==> src/rtl/timer16_ctrl_pkg.sv <==
// shared constants, types and decode functions for the 16-bit timer control block
package timer16_ctrl_pkg;

	// register indices; byte address is four times the index
	localparam logic [8:0] IDX_T1_CONTROL_B = 9'h081;
	localparam logic [8:0] IDX_T3_CONTROL_B = 9'h091;
	localparam logic [8:0] IDX_T4_CONTROL_B = 9'h0a1;
	localparam logic [8:0] IDX_T5_CONTROL_A = 9'h120;
	localparam logic [8:0] IDX_T5_CONTROL_B = 9'h121;
	localparam logic [8:0] IDX_T5_STATUS    = 9'h12f;

	localparam logic [7:0] CONTROL_A_RESET = 8'h00;
	localparam logic [7:0] CONTROL_B_RESET = 8'h00;

	// control A layout
	localparam int MODE_FIELD_TOP = 7;
	localparam int WGM_LOW_HI     = 1;
	localparam int WGM_LOW_LO     = 0;

	// control B layout
	localparam int FILTER_EN_BIT   = 7;
	localparam int EDGE_SEL_BIT    = 6;
	localparam int RESERVED_B_BIT  = 5;
	localparam int WGM_HIGH_HI     = 4;
	localparam int WGM_HIGH_LO     = 3;
	localparam int CLK_SEL_HI      = 2;
	localparam int CLK_SEL_LO      = 0;
	localparam logic [7:0] CONTROL_B_WMASK = 8'hdf;

	// status layout
	localparam int STAT_CAPTURE_FLAG = 0;
	localparam int STAT_CAPTURE_LVL  = 1;
	localparam int STAT_OUT_LO       = 2;
	localparam int STAT_OVR_LO       = 5;

	// clock source codes
	localparam logic [2:0] CS_STOP     = 3'h0;
	localparam logic [2:0] CS_DIV1     = 3'h1;
	localparam logic [2:0] CS_DIV8     = 3'h2;
	localparam logic [2:0] CS_DIV64    = 3'h3;
	localparam logic [2:0] CS_DIV256   = 3'h4;
	localparam logic [2:0] CS_DIV1024  = 3'h5;
	localparam logic [2:0] CS_EXT_FALL = 3'h6;
	localparam logic [2:0] CS_EXT_RISE = 3'h7;
	localparam int PRESCALE_BITS = 10;

	// compare output mode codes
	localparam logic [1:0] OM_OFF    = 2'h0;
	localparam logic [1:0] OM_TOGGLE = 2'h1;
	localparam logic [1:0] OM_CLEAR  = 2'h2;
	localparam logic [1:0] OM_SET    = 2'h3;

	// waveform modes where channel A may toggle in PWM
	localparam logic [3:0] WGM_FAST_TOG_0 = 4'he;
	localparam logic [3:0] WGM_FAST_TOG_1 = 4'hf;
	localparam logic [3:0] WGM_DUAL_TOG_0 = 4'h9;
	localparam logic [3:0] WGM_DUAL_TOG_1 = 4'hb;

	typedef enum logic [3:0] {
		KIND_PLAIN = 4'h1,
		KIND_CLEAR = 4'h2,
		KIND_FAST  = 4'h4,
		KIND_DUAL  = 4'h8
	} wave_kind_t;

	function automatic wave_kind_t wave_kind(input logic [3:0] wgm);
		case (wgm)
			4'h0:                      wave_kind = KIND_PLAIN;
			4'h4, 4'hc:                wave_kind = KIND_CLEAR;
			4'h5, 4'h6, 4'h7, 4'he, 4'hf: wave_kind = KIND_FAST;
			4'h1, 4'h2, 4'h3, 4'h8, 4'h9, 4'ha, 4'hb: wave_kind = KIND_DUAL;
			default:                   wave_kind = KIND_PLAIN;
		endcase
	endfunction

	// channel A toggle permission in the PWM kinds
	function automatic logic toggle_allowed(input wave_kind_t kind, input logic [3:0] wgm);
		toggle_allowed = ((kind == KIND_FAST) && (wgm == WGM_FAST_TOG_0 || wgm == WGM_FAST_TOG_1))
			|| ((kind == KIND_DUAL) && (wgm == WGM_DUAL_TOG_0 || wgm == WGM_DUAL_TOG_1));
	endfunction

endpackage

==> src/rtl/timer16_compare_output_mode_control.sv <==
// timer 16 control registers, compare output decode, clock select and capture input
//
// The implementer's own choice: the Avalon-MM register port.
`timescale 1ns/1ps
// Notes on behaviour
// - a nonzero channel A mode hands the port pin to compare output A, except 01 in pwm outside waveform 9, 11, 14 or 15
// - channel B mode 10 or 11 hands the port pin to compare output B; 01 does so only outside pwm
// - channel C mode 10 or 11 hands the port pin to compare output C; 01 does so only outside pwm
// - plain and clear-on-match: 00 off, 01 toggle, 10 clear, 11 set on match
// - fast pwm mode 10: clear on match, set at bottom
// - fast pwm mode 11: set on match, clear at bottom
// - fast pwm mode 01: only channel A toggles, waveform 14 or 15
// - fast pwm: match at TOP with upper bit set is ignored
// - dual slope mode 10: clear on up match, set on down match
// - dual slope mode 11: set on up match, clear on down match
// - dual slope mode 01: only channel A toggles, waveform 9 or 11
// - waveform mode is control B bits 4:3 above control A bits 1:0
// - plain, clear-on-match, fast and dual slope pwm kinds exist; phase and phase-frequency pwm share dual slope
// - control B: filter, edge, reserved zero, waveform high, clock select
// - control A sits at its own index, all fields read-write, reset zero
// - clock select: stop, divide 1/8/64/256/1024, external fall or rise
// - edge select zero captures falling edge, one captures rising edge
// - filter needs four equal samples before its output changes
module timer16_compare_output_mode_control
	import timer16_ctrl_pkg::*;
(
	input  wire logic        clk,
	input  wire logic        reset,
	input  wire logic [11:0] address,
	input  wire logic        read,
	input  wire logic        write,
	input  wire logic [31:0] writedata,
	input  wire logic [3:0]  byteenable,
	output logic [31:0]      readdata,
	output logic             waitrequest,
	input  wire logic        match_a,
	input  wire logic        match_b,
	input  wire logic        match_c,
	input  wire logic        top_match_a,
	input  wire logic        top_match_b,
	input  wire logic        top_match_c,
	input  wire logic        at_bottom,
	input  wire logic        count_up,
	input  wire logic        ext_clock_pin,
	input  wire logic        capture_input_pin,
	output logic             compare_out_a,
	output logic             compare_out_b,
	output logic             compare_out_c,
	output logic             override_a,
	output logic             override_b,
	output logic             override_c,
	output logic [3:0]       waveform_mode_select,
	output logic             timer_tick,
	output logic             capture_event
);
	function automatic logic reg_hit(input logic [11:0] addr, input logic [8:0] idx);
		reg_hit = (addr == {1'b0, idx, 2'b00});
	endfunction

	logic [7:0]  t1_control_b_r;
	logic [7:0]  t3_control_b_r;
	logic [7:0]  t4_control_b_r;
	logic [7:0]  t5_control_a_r;
	logic [7:0]  t5_control_b_r;
	logic        capture_flag_r;
	logic        ack_r;
	logic [7:0]  rd_byte;
	logic        req;
	logic        wr_take;
	logic        byte0_en;
	logic        flag_clear;
	wave_kind_t  kind;
	logic [2:0]  match_vec;
	logic [2:0]  top_vec;
	logic [2:0]  out_vec;
	logic [2:0]  ovr_vec;
	logic [PRESCALE_BITS-1:0] pre_cnt_r;
	logic        ext_s1_r;
	logic        ext_s2_r;
	logic        ext_s3_r;
	logic        tick_nxt;
	logic        cap_s1_r;
	logic        cap_s2_r;
	logic [3:0]  hist_r;
	logic        filtered_r;
	logic        prev_filt_r;
	logic        edge_seen;

	// bus slave: one wait state, data prepared while waitrequest is high
	assign req         = read || write;
	assign waitrequest = req && !ack_r;
	assign wr_take     = write && ack_r;
	assign byte0_en    = byteenable[0];

	always_ff @(posedge clk or posedge reset)
	begin
		if (reset)
			ack_r <= 1'b0;
		else
			ack_r <= req && !ack_r;
	end

	always_ff @(posedge clk or posedge reset)
	begin
		if (reset)
		begin
			t1_control_b_r <= CONTROL_B_RESET;
			t3_control_b_r <= CONTROL_B_RESET;
			t4_control_b_r <= CONTROL_B_RESET;
			t5_control_a_r <= CONTROL_A_RESET;
			t5_control_b_r <= CONTROL_B_RESET;
		end
		else if (wr_take && byte0_en)
		begin
			if (reg_hit(address, IDX_T1_CONTROL_B))
				t1_control_b_r <= writedata[7:0] & CONTROL_B_WMASK;
			if (reg_hit(address, IDX_T3_CONTROL_B))
				t3_control_b_r <= writedata[7:0] & CONTROL_B_WMASK;
			if (reg_hit(address, IDX_T4_CONTROL_B))
				t4_control_b_r <= writedata[7:0] & CONTROL_B_WMASK;
			if (reg_hit(address, IDX_T5_CONTROL_A))
				t5_control_a_r <= writedata[7:0];
			if (reg_hit(address, IDX_T5_CONTROL_B))
				t5_control_b_r <= writedata[7:0] & CONTROL_B_WMASK;
		end
	end

	always_comb
	begin
		rd_byte = 8'h00;
		if (reg_hit(address, IDX_T1_CONTROL_B))
			rd_byte = t1_control_b_r;
		else if (reg_hit(address, IDX_T3_CONTROL_B))
			rd_byte = t3_control_b_r;
		else if (reg_hit(address, IDX_T4_CONTROL_B))
			rd_byte = t4_control_b_r;
		else if (reg_hit(address, IDX_T5_CONTROL_A))
			rd_byte = t5_control_a_r;
		else if (reg_hit(address, IDX_T5_CONTROL_B))
			rd_byte = t5_control_b_r;
		else if (reg_hit(address, IDX_T5_STATUS))
		begin
			rd_byte[STAT_CAPTURE_FLAG] = capture_flag_r;
			rd_byte[STAT_CAPTURE_LVL]  = filtered_r;
			rd_byte[STAT_OUT_LO +: 3]  = out_vec;
			rd_byte[STAT_OVR_LO +: 3]  = ovr_vec;
		end
	end

	// unmapped reads return zero
	always_ff @(posedge clk or posedge reset)
	begin
		if (reset)
			readdata <= 32'h0000_0000;
		else if (read && !ack_r)
			readdata <= {24'h00_0000, rd_byte};
	end

	// waveform mode and its kind
	assign waveform_mode_select = {t5_control_b_r[WGM_HIGH_HI:WGM_HIGH_LO],
		t5_control_a_r[WGM_LOW_HI:WGM_LOW_LO]};
	assign kind = wave_kind(waveform_mode_select);

	assign match_vec = {match_c, match_b, match_a};
	assign top_vec   = {top_match_c, top_match_b, top_match_a};

	genvar ch;
	generate
		for (ch = 0; ch < 3; ch = ch + 1)
		begin : g_chan
			compare_output_unit u_unit (
				.clk            (clk),
				.reset          (reset),
				.kind           (kind),
				.wgm            (waveform_mode_select),
				.out_mode       (t5_control_a_r[MODE_FIELD_TOP - 2*ch -: 2]),
				.is_chan_a      (ch == 0),
				.match          (match_vec[ch]),
				.at_bottom      (at_bottom),
				.count_up       (count_up),
				.compare_is_top (top_vec[ch]),
				.pin_out        (out_vec[ch]),
				.override       (ovr_vec[ch])
			);
		end
	endgenerate

	// direction stays with the port logic; only value and takeover leave here
	assign compare_out_a = out_vec[0];
	assign compare_out_b = out_vec[1];
	assign compare_out_c = out_vec[2];
	assign override_a    = ovr_vec[0];
	assign override_b    = ovr_vec[1];
	assign override_c    = ovr_vec[2];

	// prescaler runs free; a shared counter keeps all taps phase aligned
	always_ff @(posedge clk or posedge reset)
	begin
		if (reset)
			pre_cnt_r <= '0;
		else
			pre_cnt_r <= pre_cnt_r + 1'b1;
	end

	always_ff @(posedge clk or posedge reset)
	begin
		if (reset)
		begin
			ext_s1_r <= 1'b0;
			ext_s2_r <= 1'b0;
			ext_s3_r <= 1'b0;
		end
		else
		begin
			ext_s1_r <= ext_clock_pin;
			ext_s2_r <= ext_s1_r;
			ext_s3_r <= ext_s2_r;
		end
	end

	always_comb
	begin
		unique case (t5_control_b_r[CLK_SEL_HI:CLK_SEL_LO])
			CS_STOP:     tick_nxt = 1'b0;
			CS_DIV1:     tick_nxt = 1'b1;
			CS_DIV8:     tick_nxt = &pre_cnt_r[2:0];
			CS_DIV64:    tick_nxt = &pre_cnt_r[5:0];
			CS_DIV256:   tick_nxt = &pre_cnt_r[7:0];
			CS_DIV1024:  tick_nxt = &pre_cnt_r[9:0];
			CS_EXT_FALL: tick_nxt = ext_s3_r && !ext_s2_r;
			CS_EXT_RISE: tick_nxt = !ext_s3_r && ext_s2_r;
		endcase
	end

	always_ff @(posedge clk or posedge reset)
	begin
		if (reset)
			timer_tick <= 1'b0;
		else
			timer_tick <= tick_nxt;
	end

	// capture input: sync, optional four-sample filter, edge select
	always_ff @(posedge clk or posedge reset)
	begin
		if (reset)
		begin
			cap_s1_r <= 1'b0;
			cap_s2_r <= 1'b0;
			hist_r   <= 4'h0;
		end
		else
		begin
			cap_s1_r <= capture_input_pin;
			cap_s2_r <= cap_s1_r;
			hist_r   <= {hist_r[2:0], cap_s2_r};
		end
	end

	always_ff @(posedge clk or posedge reset)
	begin
		if (reset)
			filtered_r <= 1'b0;
		else if (!t5_control_b_r[FILTER_EN_BIT])
			filtered_r <= cap_s2_r;
		else if (hist_r == 4'hf)
			filtered_r <= 1'b1;
		else if (hist_r == 4'h0)
			filtered_r <= 1'b0;
	end

	always_ff @(posedge clk or posedge reset)
	begin
		if (reset)
			prev_filt_r <= 1'b0;
		else
			prev_filt_r <= filtered_r;
	end

	assign edge_seen = t5_control_b_r[EDGE_SEL_BIT] ? (filtered_r && !prev_filt_r)
		: (!filtered_r && prev_filt_r);

	always_ff @(posedge clk or posedge reset)
	begin
		if (reset)
			capture_event <= 1'b0;
		else
			capture_event <= edge_seen;
	end

	// sticky flag: write one clears, a capture in the same cycle wins
	assign flag_clear = wr_take && byte0_en && reg_hit(address, IDX_T5_STATUS)
		&& writedata[STAT_CAPTURE_FLAG];

	always_ff @(posedge clk or posedge reset)
	begin
		if (reset)
			capture_flag_r <= 1'b0;
		else if (capture_event)
			capture_flag_r <= 1'b1;
		else if (flag_clear)
			capture_flag_r <= 1'b0;
	end

	a_override_chan_a: assert property (@(posedge clk) disable iff (reset)
		(t5_control_a_r[7:6] != OM_OFF && (kind == KIND_PLAIN || kind == KIND_CLEAR))
		|-> override_a)
		else $error("channel a did not take the pin");

	a_reserved_reads_zero: assert property (@(posedge clk) disable iff (reset)
		(read && ack_r && reg_hit(address, IDX_T5_CONTROL_B)) |-> !readdata[RESERVED_B_BIT])
		else $error("reserved control b bit read as one");

	a_write_control_a: assert property (@(posedge clk) disable iff (reset)
		(wr_take && byte0_en && reg_hit(address, IDX_T5_CONTROL_A))
		|=> (t5_control_a_r == $past(writedata[7:0])))
		else $error("control a write lost");

	a_div8_spacing: assert property (@(posedge clk) disable iff (reset)
		(t5_control_b_r[CLK_SEL_HI:CLK_SEL_LO] == CS_DIV8 && timer_tick
		&& $stable(t5_control_b_r)) |=> !timer_tick [*7])
		else $error("divide by eight tick too early");

	a_capture_rise: assert property (@(posedge clk) disable iff (reset)
		($rose(filtered_r) && t5_control_b_r[EDGE_SEL_BIT]) |=> capture_event)
		else $error("rising capture edge missed");

	a_filter_stable: assert property (@(posedge clk) disable iff (reset)
		($past(t5_control_b_r[FILTER_EN_BIT]) && (filtered_r != $past(filtered_r)))
		|-> ($past(hist_r) == {4{filtered_r}}))
		else $error("filter output changed without four equal samples");

	a_flag_set_wins: assert property (@(posedge clk) disable iff (reset)
		capture_event |=> capture_flag_r)
		else $error("capture flag lost");

	a_flag_write_clear: assert property (@(posedge clk) disable iff (reset)
		(flag_clear && !capture_event) |=> !capture_flag_r)
		else $error("capture flag not cleared by write");

	a_override_chan_b: assert property (@(posedge clk) disable iff (reset)
		t5_control_a_r[5] |-> override_b)
		else $error("channel b did not take the pin");

	a_override_chan_c: assert property (@(posedge clk) disable iff (reset)
		t5_control_a_r[3] |-> override_c)
		else $error("channel c did not take the pin");

endmodule

==> src/rtl/compare_output_unit.sv <==
// one compare output channel: mode decode, pin takeover and output flip-flop
`timescale 1ns/1ps
module compare_output_unit
	import timer16_ctrl_pkg::*;
(
	input  wire logic       clk,
	input  wire logic       reset,
	input  wire wave_kind_t kind,
	input  wire logic [3:0] wgm,
	input  wire logic [1:0] out_mode,
	input  wire logic       is_chan_a,
	input  wire logic       match,
	input  wire logic       at_bottom,
	input  wire logic       count_up,
	input  wire logic       compare_is_top,
	output logic            pin_out,
	output logic            override
);
	logic pwm;
	logic tog_ok;
	logic pin_nxt;

	assign pwm    = (kind == KIND_FAST) || (kind == KIND_DUAL);
	assign tog_ok = is_chan_a && toggle_allowed(kind, wgm);

	// toggle code in PWM without permission leaves the port pin alone
	assign override = (out_mode != OM_OFF)
		&& !(pwm && out_mode == OM_TOGGLE && !tog_ok);

	always_comb
	begin
		pin_nxt = pin_out;
		unique case (kind)
			KIND_PLAIN, KIND_CLEAR:
			begin
				if (match)
				begin
					unique case (out_mode)
						OM_TOGGLE: pin_nxt = !pin_out;
						OM_CLEAR:  pin_nxt = 1'b0;
						OM_SET:    pin_nxt = 1'b1;
						default:   pin_nxt = pin_out;
					endcase
				end
			end
			KIND_FAST:
			begin
				// match at TOP is dropped in modes 10 and 11 so bottom alone decides the level
				if (match && !(out_mode[1] && compare_is_top))
				begin
					unique case (out_mode)
						OM_TOGGLE: pin_nxt = tog_ok ? !pin_out : pin_out;
						OM_CLEAR:  pin_nxt = 1'b0;
						OM_SET:    pin_nxt = 1'b1;
						default:   pin_nxt = pin_out;
					endcase
				end
				else if (at_bottom && out_mode[1])
				begin
					pin_nxt = !out_mode[0];
				end
			end
			KIND_DUAL:
			begin
				if (match)
				begin
					unique case (out_mode)
						OM_TOGGLE: pin_nxt = tog_ok ? !pin_out : pin_out;
						OM_CLEAR:  pin_nxt = !count_up;
						OM_SET:    pin_nxt = count_up;
						default:   pin_nxt = pin_out;
					endcase
				end
			end
			default: pin_nxt = pin_out;
		endcase
	end

	always_ff @(posedge clk or posedge reset)
	begin
		if (reset)
			pin_out <= 1'b0;
		else
			pin_out <= pin_nxt;
	end

	a_toggle_on_match: assert property (@(posedge clk) disable iff (reset)
		((kind == KIND_PLAIN || kind == KIND_CLEAR) && out_mode == OM_TOGGLE && match)
		|=> (pin_out == !$past(pin_out)))
		else $error("plain mode toggle missed");

	a_fast_bottom_set: assert property (@(posedge clk) disable iff (reset)
		(kind == KIND_FAST && out_mode == OM_CLEAR && at_bottom && !match) |=> pin_out)
		else $error("fast pwm output not set at bottom");

	a_fast_inv_match: assert property (@(posedge clk) disable iff (reset)
		(kind == KIND_FAST && out_mode == OM_SET && match && !compare_is_top) |=> pin_out)
		else $error("inverting fast pwm not set on match");

	a_fast_top_ignored: assert property (@(posedge clk) disable iff (reset)
		(kind == KIND_FAST && out_mode[1] && match && compare_is_top && !at_bottom)
		|=> $stable(pin_out))
		else $error("match at top was not ignored");

	a_dual_up_clear: assert property (@(posedge clk) disable iff (reset)
		(kind == KIND_DUAL && out_mode == OM_CLEAR && match && count_up) |=> !pin_out)
		else $error("dual slope output not cleared counting up");

	a_dual_down_clear: assert property (@(posedge clk) disable iff (reset)
		(kind == KIND_DUAL && out_mode == OM_SET && match && !count_up) |=> !pin_out)
		else $error("inverted dual slope not cleared counting down");

	a_pwm_toggle_off: assert property (@(posedge clk) disable iff (reset)
		(pwm && out_mode == OM_TOGGLE && !is_chan_a) |-> (!override ##1 $stable(pin_out)))
		else $error("channel b or c toggled in pwm");

endmodule

==> config.mk <==
export PLATFORM = sky130hd
export DESIGN_NAME = timer16_compare_output_mode_control
export DESIGN_NICKNAME = d
export VERILOG_FILES = /design/src/rtl/timer16_ctrl_pkg.sv /design/src/rtl/timer16_compare_output_mode_control.sv /design/src/rtl/compare_output_unit.sv
export SDC_FILE = /design/constraint.sdc
export NUM_CORES = 1
export LEC_CHECK = 0
export ABC_AREA = 0
export BUFFER_PORTS_ARGS = -buffer_cell sky130_fd_sc_hd__buf_2
export CORE_ASPECT_RATIO = 0.9
export CORE_MARGIN = 2
export CORE_UTILIZATION = 40
export DETAILED_ROUTE_END_ITERATION = 8
export PLACE_DENSITY = 0.72
export SLEW_MARGIN = 10
export SYNTH_ARGS = -nofsm -noshare
export SYNTH_HDL_FRONTEND = slang
export SYNTH_SLANG_ARGS = --single-unit
export TNS_END_PERCENT = 1
==> constraint.sdc <==
create_clock -name clk -period 2.05 [get_ports clk]
set_input_delay 0.205 -clock clk [delete_from_list [all_inputs] [get_ports clk]]
set_output_delay 0.205 -clock clk [all_outputs]
set_load 0.02 [all_outputs]
=== Yosys cells after proc, flatten, opt, wreduce, memory -nomap -nowiden ===
Memory sizes are Yosys's and may differ from the RTL's.
Index checks and enable logic that the tools add are counted.

* Bits in registers: 72
* Bits in latches: 0
* Bits in writable memories: 0
* Bits in read-only memories: 64
* Input bits: 62
* Logic and storage cells: 184
* Memories: 1

* $add $sub $neg: 1
* $mul: 0
* Divide/modulo/power cells: 0
* Order comparisons: 0
* Eq/ne operators: 50
* Shift operators: 0
* Muxes and demuxes: 38
* Bitwise logic cells: 0
* Reductions and logical operators: 72

{| class="wikitable"
|+ Memories
! memory !! depth !! width !! read ports !! clocked after Yosys merged registers in !! write ports !! RTL line !! text
|-
| (no name shown) || 16 || 4 || 1 || 0 || 0 || timer16_ctrl_pkg.sv:67 || <nowiki>case (wgm)</nowiki>
|}

{| class="wikitable"
|+ Operators by type and width
! operator !! count
|-
| 8-bit two-way mux || 6
|-
| 12-bit by 10-bit equality test with 1-bit output, second input constant || 3
|-
| 12-bit by 11-bit equality test with 1-bit output, second input constant || 3
|-
| 1-bit logical AND || 28
|-
| 4-bit equality test, second input constant || 6
|-
| 1-bit case mux with 3 select lines || 8
|-
| 7-bit AND reduction || 3
|-
| 1-bit logical NOT || 19
|-
| 1-bit two-way mux || 19
|-
| 3-bit by 1-bit != test with 1-bit output, second input constant || 5
|-
| 2-bit equality test, second input constant || 6
|-
| 3-bit equality test, second input constant || 4
|-
| 2-bit != test, second input constant || 6
|-
| 4-bit by 1-bit != test with 1-bit output, second input constant || 3
|-
| 4-bit != test, second input constant || 3
|-
| 10-bit by 1-bit adder with 10-bit output, second input constant || 1
|-
| 10-bit AND reduction || 1
|-
| 2-bit AND reduction || 5
|-
| 1-bit case mux with 2 select lines || 4
|-
| 1-bit case mux with 8 select lines || 1
|-
| 8-bit AND reduction || 1
|-
| 2-bit nonzero test || 4
|-
| 2-bit by 1-bit equality test with 1-bit output, second input constant || 3
|-
| 3-bit by 2-bit equality test with 1-bit output, second input constant || 2
|-
| other kinds (13) || 17
|}

=== Logic depth before layout (Yosys ltp) ===
Gate-level depths: netlist (run 1).

* Depth in word-level cells: 14
* Mapped depth: 6
* Mapped depth without buffers: 5

=== Hierarchy ===
Synthesis (run 1) repeated with hierarchy kept, for this count alone.

* Cell total of the unflattened synthesis: 451
* Area, all modules: 4419.2 um^2

{| class="wikitable"
|+ By module, submodules not included
! module !! times used !! cells each !! area each (um^2) !! seq. area each (um^2)
|-
| timer16_compare_output_mode_control || 1 || 319 || 3450.8 || 1726.7
|-
| compare_output_unit || 3 || 44 || 322.8 || 25.0
|}

=== Worst setup path after synthesis (run 1) ===
No wires, ideal clock.

* Kind: input -> register
* Start point: input port address[6]
* End point: register t5_control_a_r[0]
* Arrival: 1.736 ns
* Required time: 1.925 ns
* Setup slack: 0.189 ns
* Stages: 5
* Path buffers: 1
* Path through: buf_6 -> nand2b_4 -> or4_4 -> nor4_4 -> mux2_2

* Cells in the longest elaborated chain, start to end: 2

{| class="wikitable"
|+ RTL lines
! element !! RTL line !! text
|-
| start: declaration || timer16_compare_output_mode_control.sv:29 || <nowiki>input wire logic [11:0] address,</nowiki>
|-
| 12-bit by 11-bit equality test with 1-bit output || timer16_compare_output_mode_control.sv:57 || <nowiki>reg_hit = (addr == {1'b0, idx, 2'b00});</nowiki>
|-
| 2-bit AND reduction (no line) || n/a ||
|-
| end signal: assignment || timer16_compare_output_mode_control.sv:122 || <nowiki>t5_control_a_r <= writedata[7:0];</nowiki>
|-
| end: declaration || timer16_compare_output_mode_control.sv:63 || <nowiki>logic [7:0] t5_control_a_r;</nowiki>
|}

Every way passes these cells.
A chain may end at the register's enable or synchronous reset.

=== Final worst setup path (run 1) ===
* Start point: register t5_control_b_r[4]
* End point: output port override_c

* Cells in the longest elaborated chain, start to end: 6
* Elaborated cells between the ends (all ways): 7
* Those cells by class: 2 x eq/ne; 4 x reduce/logical; 1 x memory

{| class="wikitable"
|+ RTL lines
! element !! RTL line !! text
|-
| start: declaration || timer16_compare_output_mode_control.sv:64 || <nowiki>logic [7:0] t5_control_b_r;</nowiki>
|-
| start signal: assignment || timer16_compare_output_mode_control.sv:124 || <nowiki>t5_control_b_r <= writedata[7:0] & CONTROL_B_WMASK;</nowiki>
|-
| memory 16 x 4 bit * || n/a ||
|-
| 4-bit by 3-bit equality test with 1-bit output / 4-bit equality test (equally long branches) || compare_output_unit.sv:23 || <nowiki>assign pwm = (kind == KIND_FAST) || (kind == KIND_DUAL);</nowiki>
|-
| 1-bit logical OR * || compare_output_unit.sv:23 ||
|-
| 1-bit logical AND * || compare_output_unit.sv:28 || <nowiki>&& !(pwm && out_mode == OM_TOGGLE && !tog_ok);</nowiki>
|-
| 1-bit logical NOT * || compare_output_unit.sv:28 ||
|-
| 1-bit logical AND * || compare_output_unit.sv:28 ||
|-
| end: declaration || timer16_compare_output_mode_control.sv:51 || <nowiki>output logic override_c,</nowiki>
|}

Every way passes the cells marked *; elsewhere a longest branch is shown, timed or not.

==> results.cfg, run 1 <==
[outcome]
outcome = complete, no violations

[placed_design]
place.gp.congestion = 0.902
placed_area_um2 = 4280
dp_hpwl_mm = 6.92
numPortBuffers = 55

[cells_and_area]
drive_above_1_share = 0.339
nNetsFinal = 504
fillCellCount = 865
antennaDiodeCount = 0
ff_latch_area_um2 = 1800
synthToLayoutAreaGrowth_pct = 19.4
finalInstanceArea_um2 = 4540
multi_input_comb_area_um2 = 1810
fin_util = 0.495

[clock_network]
clkTransAtPathRegs_ps = 80
cts_sinks = 72
cts_buffers = 9
cts_buffer_depth = 2
worst_skew_pair.late_latency_ps = 350
cts_tree = done
root_buffer = clkbuf_8
post-cts-setup-buffers = 0
htreeDepth = 3

[hold_path]
hold_path_class = input pin to flip-flop

[routing]
num_vias = 2973
dr.pass1.iters = 5
drtIter0Drc = 179
drtAntennaViolNets = 0
routed_wl_mm = 9.04
viasPerCell = 5.24
wl_per_cell_um = 15.9
drc = 0

[timing]
finalSetupViolations = 0
drv_slew = 0
max_freq_mhz = 530
hold_slack_ps = 87.3
fin_crit_ps = 1890
setup-tns-final_ps = 0
rsz0062_at_grt = no
fin_crit_sh = 0.921
max_slew_margin = 0.643
hold_violations = 0
worst_pin_slew_ps = 535
finClkSkew_ps = 12.1

[floorplan]
pin_count = 107
start_util = 0.415
die_h_um = 96.5
die_area_um2 = 10300
die_w_um = 107
num_rows = 33
design.core.area_um2 = 9170

[flow_run]
maxCapViolations = 0

[synthesis]
ys.flop_type = dfrtp_1
ys_async_sr_fraction = 1.00
syn_inst = 357
synth_edf_count = 0
ys_types = 56
synthesis.area_um2 = 3800
ys_warn_count = 0
seq_area_frac_synth = 0.474
ys_ff_latch = 72
avgSynthCellArea_um2 = 10.6

[pwr]
switching_share = 0.260
powerDensity_nw_per_um2 = 671
irDropWorstVdd_mv = 0.329
p_leak_nw = 2.19
p_int_mw = 2.25
p_seq_frac = 0.486
combPwrFrac = 0.106
clkPwrFrac = 0.408
p_sw_mw = 0.792

[worst_setup_path]
end_kind = output pin
arrival_ps = 1680
start_kind = flip-flop
cp_max_fo = 8
setup.worst_path.class = flip-flop to output pin
required_ps = 1850

[global_routing]
grt_antenna_before_repair = 0
grt_pass1_wl_mm = 14.7
grt_max_degree = 34
grt_pass1_vias = 2909
grt_usage = 0.188
grt_overflow = 0
-- power by group through the flow --
stage | Sequential (mW) | Clock, mW | Combinational (mW)
global placement | 1.51 | 0 | 0.314
floorplan | 1.53 | 0 | 0.198
detailed placement | 1.51 | 0 | 0.320
CTS | 1.48 | 1.28 | 0.324
global route | 1.49 | 1.33 | 0.359
finish | 1.48 | 1.24 | 0.323
-- synthesized netlist by cell type, drive strengths merged, types with 3 or more instances --
| library cell | count | area share |
|---|---|---|
| nand2 | 26 | 0.026 |
| inv | 8 | 0.0079 |
| nor2 | 21 | 0.021 |
| o21ai | 21 | 0.028 |
| a211oi | 5 | 0.0099 |
| and3 | 7 | 0.012 |
| nor3b | 3 | 0.0059 |
| xnor2 | 5 | 0.012 |
| a22oi | 5 | 0.0099 |
| buf | 30 | 0.061 |
| a31oi | 4 | 0.0066 |
| nor2b | 6 | 0.0099 |
| nand3 | 10 | 0.016 |
| dfrtp | 72 | 0.47 |
| xor2 | 5 | 0.012 |
| mux2 | 37 | 0.11 |
| a21oi | 16 | 0.021 |
| nor4 | 3 | 0.013 |
| mux2i | 7 | 0.018 |
| nor3 | 13 | 0.020 |
| a21o | 3 | 0.0059 |
| o2bb2ai | 3 | 0.0069 |
| nand2b | 6 | 0.012 |
| clkbuf | 6 | 0.0059 |
-- critical path, cell delays in order (launching register included) --
cell     delay (ps)
dfrtp_1         470
nor2b_1         240
nor4b_1          70
buf_4           140
or2_2           260
buf_2           160
-- through the flow --
step	std cells	setup WS, ps	total power, mW
after floorplan	380	20.1	1.73
after global placement	548	101	1.82
after detailed placement	548	105	1.83
after CTS	567	44.3	3.08
after global routing	567	58.7	3.17
final	567	163	3.05
-- logic make-up (layout without fill, tap and decap cells) --
group                    after synthesis  count (layout)  synth area share
AND/OR/NAND/NOR                      105             105             0.155
other                                  1              24          0.000987
multiplexers                          44              44             0.128
flip-flops                            72              72             0.474
adder cells (fa/ha/maj)                2               2           0.00658
buffers and inverters                 44             109            0.0744
AO/OA/AOI/OAI                         79              79             0.138
XOR/XNOR                              10              10            0.0230
-- cell usage in the layout, fill, tap and decap left out, drive strengths merged, types with 2 or more instances in the layout --
cell and n:
a211oi 5, o2bb2ai 3, nor3 13, nor3b 3, xor2 5, a221oi 2, a31oi 4, nor4 3
and3 7, inv 8, o21ai 21, a21oi 16, conb 24, bufinv 2, a22o 2, nand2 26
o21a 2, nor2b 6, buf 82, a21o 3, xnor2 5, nor2 21, a22oi 5, ha 2
mux2i 7, clkbuf 10, nand2b 6, o22ai 2, dfrtp 72, a311oi 2, mux2 37, a32oi 2
nand4 2, a2bb2oi 2, a21bo 2, or3 2, clkinv 3, nand3 10, dlygate4sd3 3
-- worst paths after layout --
check	endpoint	depth (start not counted)	slack, ps	start
worst max-delay path	override_c	5	160	t5_control_b_r[4]$_DFFE_PP0P_
worst min-delay path	t5_control_a_r[5]$_DFFE_PP0P_	2	90	writedata[5]
max in group asynchronous	readdata[7]$_DFFE_PP0P_	4	990	reset
worst max register to register	g_chan[1].u_unit.pin_out$_DFFE_PP0P_	5	220	t5_control_b_r[4]$_DFFE_PP0P_
worst min register to register	cap_s2_r$_DFF_PP0_	0	350	cap_s1_r$_DFF_PP0_
min in group asynchronous	t1_control_b_r[1]$_DFFE_PP0P_	3	440	reset
-- registers in the layout, summed over array words and instances (netlist names), 4 cells and up --
register	cells
hist_r	4
pre_cnt_r	10
readdata	8
t1_control_b_r	7
t3_control_b_r	7
t4_control_b_r	7
t5_control_a_r	8
t5_control_b_r	7
-- layout make-up --
type,count,area share
clock buffers,10,0.0281
clock inverters,6,0.0207
inverters,8,0.00662
multi-input cells,264,0.399
flip-flops and latches,72,0.397
well taps,122,0.0336
repair buffers,85,0.115
-- per-layer routing --
metal / up-vias / GRT usage / wire length, um
met5: - / 0 / 0
met4: 0 / 0.0639 / 127
met3: 12 / 0.0510 / 610
met2: 110 / 0.303 / 4190
met1: 1432 / 0.246 / 4110
li1: 1419 / - / -
-- what timing repair did --
action	CTS	global route
hold endpoints to repair	25	0
hold buffers	3	0
endpoints found under the setup margin	0	1
gates resized for setup	0	2
No activity file was read; power rests on OpenSTA's default activity.
==> inputs of run 2 (changes only) <==
Settings changed: GPL_TIMING_DRIVEN set to 0.
==> results.cfg, run 2 (same netlist as run 1, synthesis figures left out) <==
[floorplan]
design.core.area_um2 = 9170
start_util = 0.415
pin_count = 107
num_rows = 33
die_w_um = 107
die_h_um = 96.5
die_area_um2 = 10300

[routing]
drc = 0
viasPerCell = 5.27
wl_per_cell_um = 16.0
drtAntennaViolNets = 0
num_vias = 3030
dr.pass1.iters = 4
drtIter0Drc = 199
routed_wl_mm = 9.17

[global_routing]
grt_max_degree = 66
grt_usage = 0.187
grt_overflow = 0
grt_pass1_wl_mm = 14.8
grt_antenna_before_repair = 0
grt_pass1_vias = 2985

[placed_design]
numPortBuffers = 53
place.gp.congestion = 0.974
dp_hpwl_mm = 6.65
placed_area_um2 = 4340

[worst_setup_path]
regToRegSetupSlack_ps = 150
path_depth = 4
end_kind = output pin
critPathMaxStageDelay_ps = 460
crit_slowest_cell = dfrtp_1
start_kind = flip-flop
worstReg2RegStart = t5_control_a_r[0]$_DFFE_PP0P_
setup.worst_path.class = flip-flop to output pin
critPathBufInv = 1
cp_top_family = simple AND/OR/NAND/NOR gates
cp_max_fo = 7
required_ps = 1850
path_cells = nor2b_4 > nor3_2 > a21o_1 > buf_2
r2r-end = g_chan[1].u_unit.pin_out$_DFFE_PP0P_
worstRegToRegCells = 5
arrival_ps = 1700

[timing]
fin_crit_ps = 1910
finalSetupViolations = 0
worst_pin_slew_ps = 1130
max_slew_margin = 0.241
finClkSkew_ps = 11.4
max_freq_mhz = 524
rsz0062_at_grt = no
fin_crit_sh = 0.931
drv_slew = 0
hold_violations = 0
hold_slack_ps = 79.6

[cells_and_area]
final_common_cell = dfrtp_1
finalInstanceArea_um2 = 4590
synthToLayoutAreaGrowth_pct = 20.9
nNetsFinal = 512
drive_above_1_share = 0.347
largest_register_ffs = 10
antennaDiodeCount = 0
reg.largest.list = pre_cnt_r: 10 flops, readdata: 8 flops, t5_control_a_r: 8 flops
top_register = pre_cnt_r
layout_common_cells = 72 x dfrtp_1, 54 x buf_2, 37 x mux2_2

[clock_network]
root_buffer = clkbuf_8
cts_buffer_depth = 2
clkTransAtPathRegs_ps = 80
worst_skew_pair.late_latency_ps = 360
cts_sinks = 72
cts_buffers = 9
cts_tree = done
htreeDepth = 3

[pwr]
p_sw_mw = 0.834
p_leak_nw = 2.24
switching_share = 0.278
combPwrFrac = 0.117
clkPwrFrac = 0.388
powerDensity_nw_per_um2 = 652
irDropWorstVdd_mv = 0.451
p_seq_frac = 0.494
p_int_mw = 2.16

[outcome]
outcome = complete, no violations

[hold_path]
hold_end = t5_control_a_r[5]$_DFFE_PP0P_
hold_path_class = input pin to flip-flop
hold_depth = 2
hold_start = writedata[5]

[flow_run]
maxCapViolations = 0
[run 2: cell types whose count changed in the layout (fill, tap and decap cells not counted), sizes merged]
cell	change
buf	+2
clkinv	-1
bufinv	-1
clkbuf	+5
inv	+3
[run 2: worst reg2reg max path, stage by stage, from the launching register on]
cell	delay, ps
dfrtp_1	470
nor2b_4	260
o21a_1	280
a21oi_1	110
a311oi_1	300
mux2_2	370
[run 2: power groups by stage]
stage	Combinational [mW]	Clock, mW	Sequential (mW)
floorplan	0.198	0	1.53
global placement	0.332	0	1.51
detailed placement	0.343	0	1.51
CTS	0.349	1.19	1.48
global route	0.384	1.24	1.49
finish	0.351	1.16	1.48
[run 2: worst max path at each step]
stage,start,end,slack [ps]
after floorplan,reset,ack_r$_DFF_PP0_,20
after global placement,reset,ack_r$_DFF_PP0_,-810
after detailed placement,address[3],t4_control_b_r[4]$_DFFE_PP0P_,-260
after CTS,t5_control_a_r[0]$_DFFE_PP0P_,override_b,50
after global routing,t5_control_a_r[0]$_DFFE_PP0P_,override_b,10
final,t5_control_a_r[0]$_DFFE_PP0P_,override_b,140
[run 2: repair_timing]
item | 4_1_cts | 5_1_grt
buffers inserted | 0 | 0
endpoints found under the hold margin | 16 | 0
pin swaps | 0 | 0
setup endpoints to repair | 2 | 11
gates resized for setup | 4 | 4
hold buffers | 3 | 0
[run 2: routing by layer]
| layer | wire length [um] | track usage |
|---|---|---|
| met1 | 4000 | 0.247 |
| met2 | 4320 | 0.301 |
| met3 | 756 | 0.0496 |
| met4 | 100 | 0.0660 |
| met5 | 0 | 0 |
[run 2: layout make-up]
cell class / instances / area [um2]
Fill cell: 835 / 4570
Buffer: 36 / 255
Clock buffer: 9 / 124
Sequential cell: 72 / 1800
Multi-Input combinational cell: 264 / 1830
Inverter: 8 / 32.5
Timing Repair Buffer: 57 / 323
Clock inverter: 7 / 77.6
Tap cell: 122 / 153
[run 2: through the flow]
| step | total power, mW | setup slack (ps) | util | TNS (ps) | instances |
|---|---|---|---|---|---|
| after floorplan | 1.73 | 20.1 | - | 0 | 380 |
| after global placement | 1.84 | -815 | 0.470 | -62160 | 555 |
| after detailed placement | 1.85 | -255 | 0.473 | -3720 | 556 |
| after CTS | 3.02 | 48.4 | 0.500 | 0 | 575 |
| after global routing | 3.11 | 9.50 | 0.501 | 0 | 575 |
| final | 3.00 | 141 | 0.501 | 0 | 575 |
==> inputs of run 3 (changes only) <==
Settings changed: CORE_UTILIZATION 40 to 25, PLACE_DENSITY 0.72 to 0.52.
==> results.cfg, run 3 (same netlist as run 1, synthesis figures left out) <==
[global_routing]
grt_usage = 0.130
grt_pass1_vias = 2889
grt_max_degree = 38
grt_pass1_wl_mm = 16.0
grt_antenna_before_repair = 3
grt_overflow = 0

[cells_and_area]
stdcell_count = 652
drive_above_1_share = 0.344
final_common_cell = dfrtp_1
top_register = pre_cnt_r
largest_register_ffs = 10
nNetsFinal = 512
reg.largest.list = pre_cnt_r: 10 flops, readdata: 8 flops, t5_control_a_r: 8 flops
synthToLayoutAreaGrowth_pct = 27.1
layout_common_cells = 72 x dfrtp_1, 54 x buf_2, 37 x mux2_2

[clock_network]
cts_tree = done
post-cts-setup-buffers = 0
clkTransAtPathRegs_ps = 60
worst_skew_pair.late_latency_ps = 330
root_buffer = clkbuf_16
htreeDepth = 3
cts_buffer_depth = 2
cts_sinks = 72
cts_buffers = 9

[pwr]
powerDensity_nw_per_um2 = 742
p_leak_nw = 2.31
irDropWorstVdd_mv = 0.467

[worst_setup_path]
path_cells = buf_2 > nor3_1 > nand2_1 > nor4_4 > mux2_2
crit_slowest_cell = nor4_4
worstRegToRegCells = 5
required_ps = 2270
regToRegSetupSlack_ps = 140
r2r-end = g_chan[1].u_unit.pin_out$_DFFE_PP0P_
critPathMaxStageDelay_ps = 700
start_kind = input pin
cp_max_fo = 10
end_kind = flip-flop
setup.worst_path.class = input pin to flip-flop
worstReg2RegStart = t5_control_a_r[0]$_DFFE_PP0P_
arrival_ps = 2160

[floorplan]
start_util = 0.257
pin_count = 107
die_h_um = 121
num_rows = 42
design.core.area_um2 = 14800
die_area_um2 = 16200
die_w_um = 134

[timing]
max_freq_mhz = 517
worst_pin_slew_ps = 1040
max_slew_margin = 0.301
finalSetupViolations = 0
hold_violations = 0
hold_slack_ps = 99.0
drv_slew = 0
fin_crit_sh = 0.944
rsz0062_at_grt = yes
fin_crit_ps = 1930
finClkSkew_ps = 6.36
setup-tns-final_ps = 0

[routing]
dr.pass1.iters = 5
drt-met1-wl_mm = 4.64
wl_per_cell_um = 15.2
viasPerCell = 4.51
num_vias = 2941
drc = 0
routed_wl_mm = 9.90
wl_met3_um = 681
drtIter0Drc = 196
top_layer_used = met5
drtAntennaViolNets = 0
dr_wl_met2_mm = 4.49

[hold_path]
hold_path_class = input pin to flip-flop
hold_end = t5_control_a_r[5]$_DFFE_PP0P_
hold_start = writedata[5]
hold_depth = 2

[placed_design]
place.gp.congestion = 0.833
numPortBuffers = 53
dp_hpwl_mm = 7.46
dpl.cell_count = 632

[flow_run]
maxCapViolations = 0

[outcome]
outcome = complete, no violations
-- run 3: cell count changes in the layout (fill, tap and decap cells not counted), sizes merged --
cell / before / now
clkinvlp: 1 / 0
inv: 11 / 8
diode: 0 / 1
clkinv: 2 / 0
clkbuf: 15 / 20
bufinv: 1 / 2
-- run 3: through the flow --
| step | utilization | total power, mW | area [um2] | worst slack [ps] |
|---|---|---|---|---|
| floorplan | - | 1.73 | 3890 | 20.1 |
| global placement | 0.298 | 1.85 | 4400 | -967 |
| detailed placement | 0.300 | 1.86 | 4420 | -312 |
| CTS | 0.325 | 3.64 | 4800 | 42.5 |
| global route | 0.327 | 3.74 | 4830 | -4.82 |
| finish | 0.327 | 3.58 | 4830 | 116 |
-- run 3: how the worst max path moves through the flow --
stage	from	cells past startpoint	to
6_report	address[3]	5	t5_control_a_r[2]$_DFFE_PP0P_
2_1_floorplan	reset	1	ack_r$_DFF_PP0_
3_5_place_dp	address[6]	5	readdata[3]$_DFFE_PP0P_
4_1_cts	address[3]	7	t4_control_b_r[7]$_DFFE_PP0P_
5_1_grt	address[3]	5	t5_control_a_r[0]$_DFFE_PP0P_
3_3_place_gp	reset	2	t3_control_b_r[3]$_DFFE_PP0P_
-- run 3: what timing repair did --
action	CTS	global route
pin swaps	0	1
hold buffers	3	0
hold endpoints to repair	37	0
resized for setup	4	5
setup endpoints to repair	2	20
-- run 3: final cells by class --
cell class | count | area [um2]
Fill cell | 1507 | 9940
Multi-Input combinational cell | 264 | 1840
Sequential cell | 72 | 1800
Timing Repair Buffer | 57 | 315
Clock buffer | 14 | 274
Buffer | 36 | 255
Tap cell | 198 | 248
Clock inverter | 2 | 60.1
Inverter | 8 | 32.5
Antenna cell | 1 | 2.50
-- run 3: report_power, final --
| group | total [mW] | switching (mW) | internal [mW] |
|---|---|---|---|
| registers | 1.48 | 0.0242 | 1.46 |
| logic | 0.355 | 0.226 | 0.130 |
| clock network | 1.74 | 0.578 | 1.17 |
| total | 3.58 | 0.828 | 2.75 |
-- run 3: per-layer routing --
metal,GRT usage,vias up
li1,-,1435
met1,0.175,1399
met2,0.196,92
met3,0.0426,11
met4,0.0439,4
met5,0,-
-- run 3: worst max-delay path, delay by kind of cell --
family	cells	cell delay, ps
multiplexers	1	410
buffers and inverters	1	100
AND/OR/NAND/NOR	3	1430
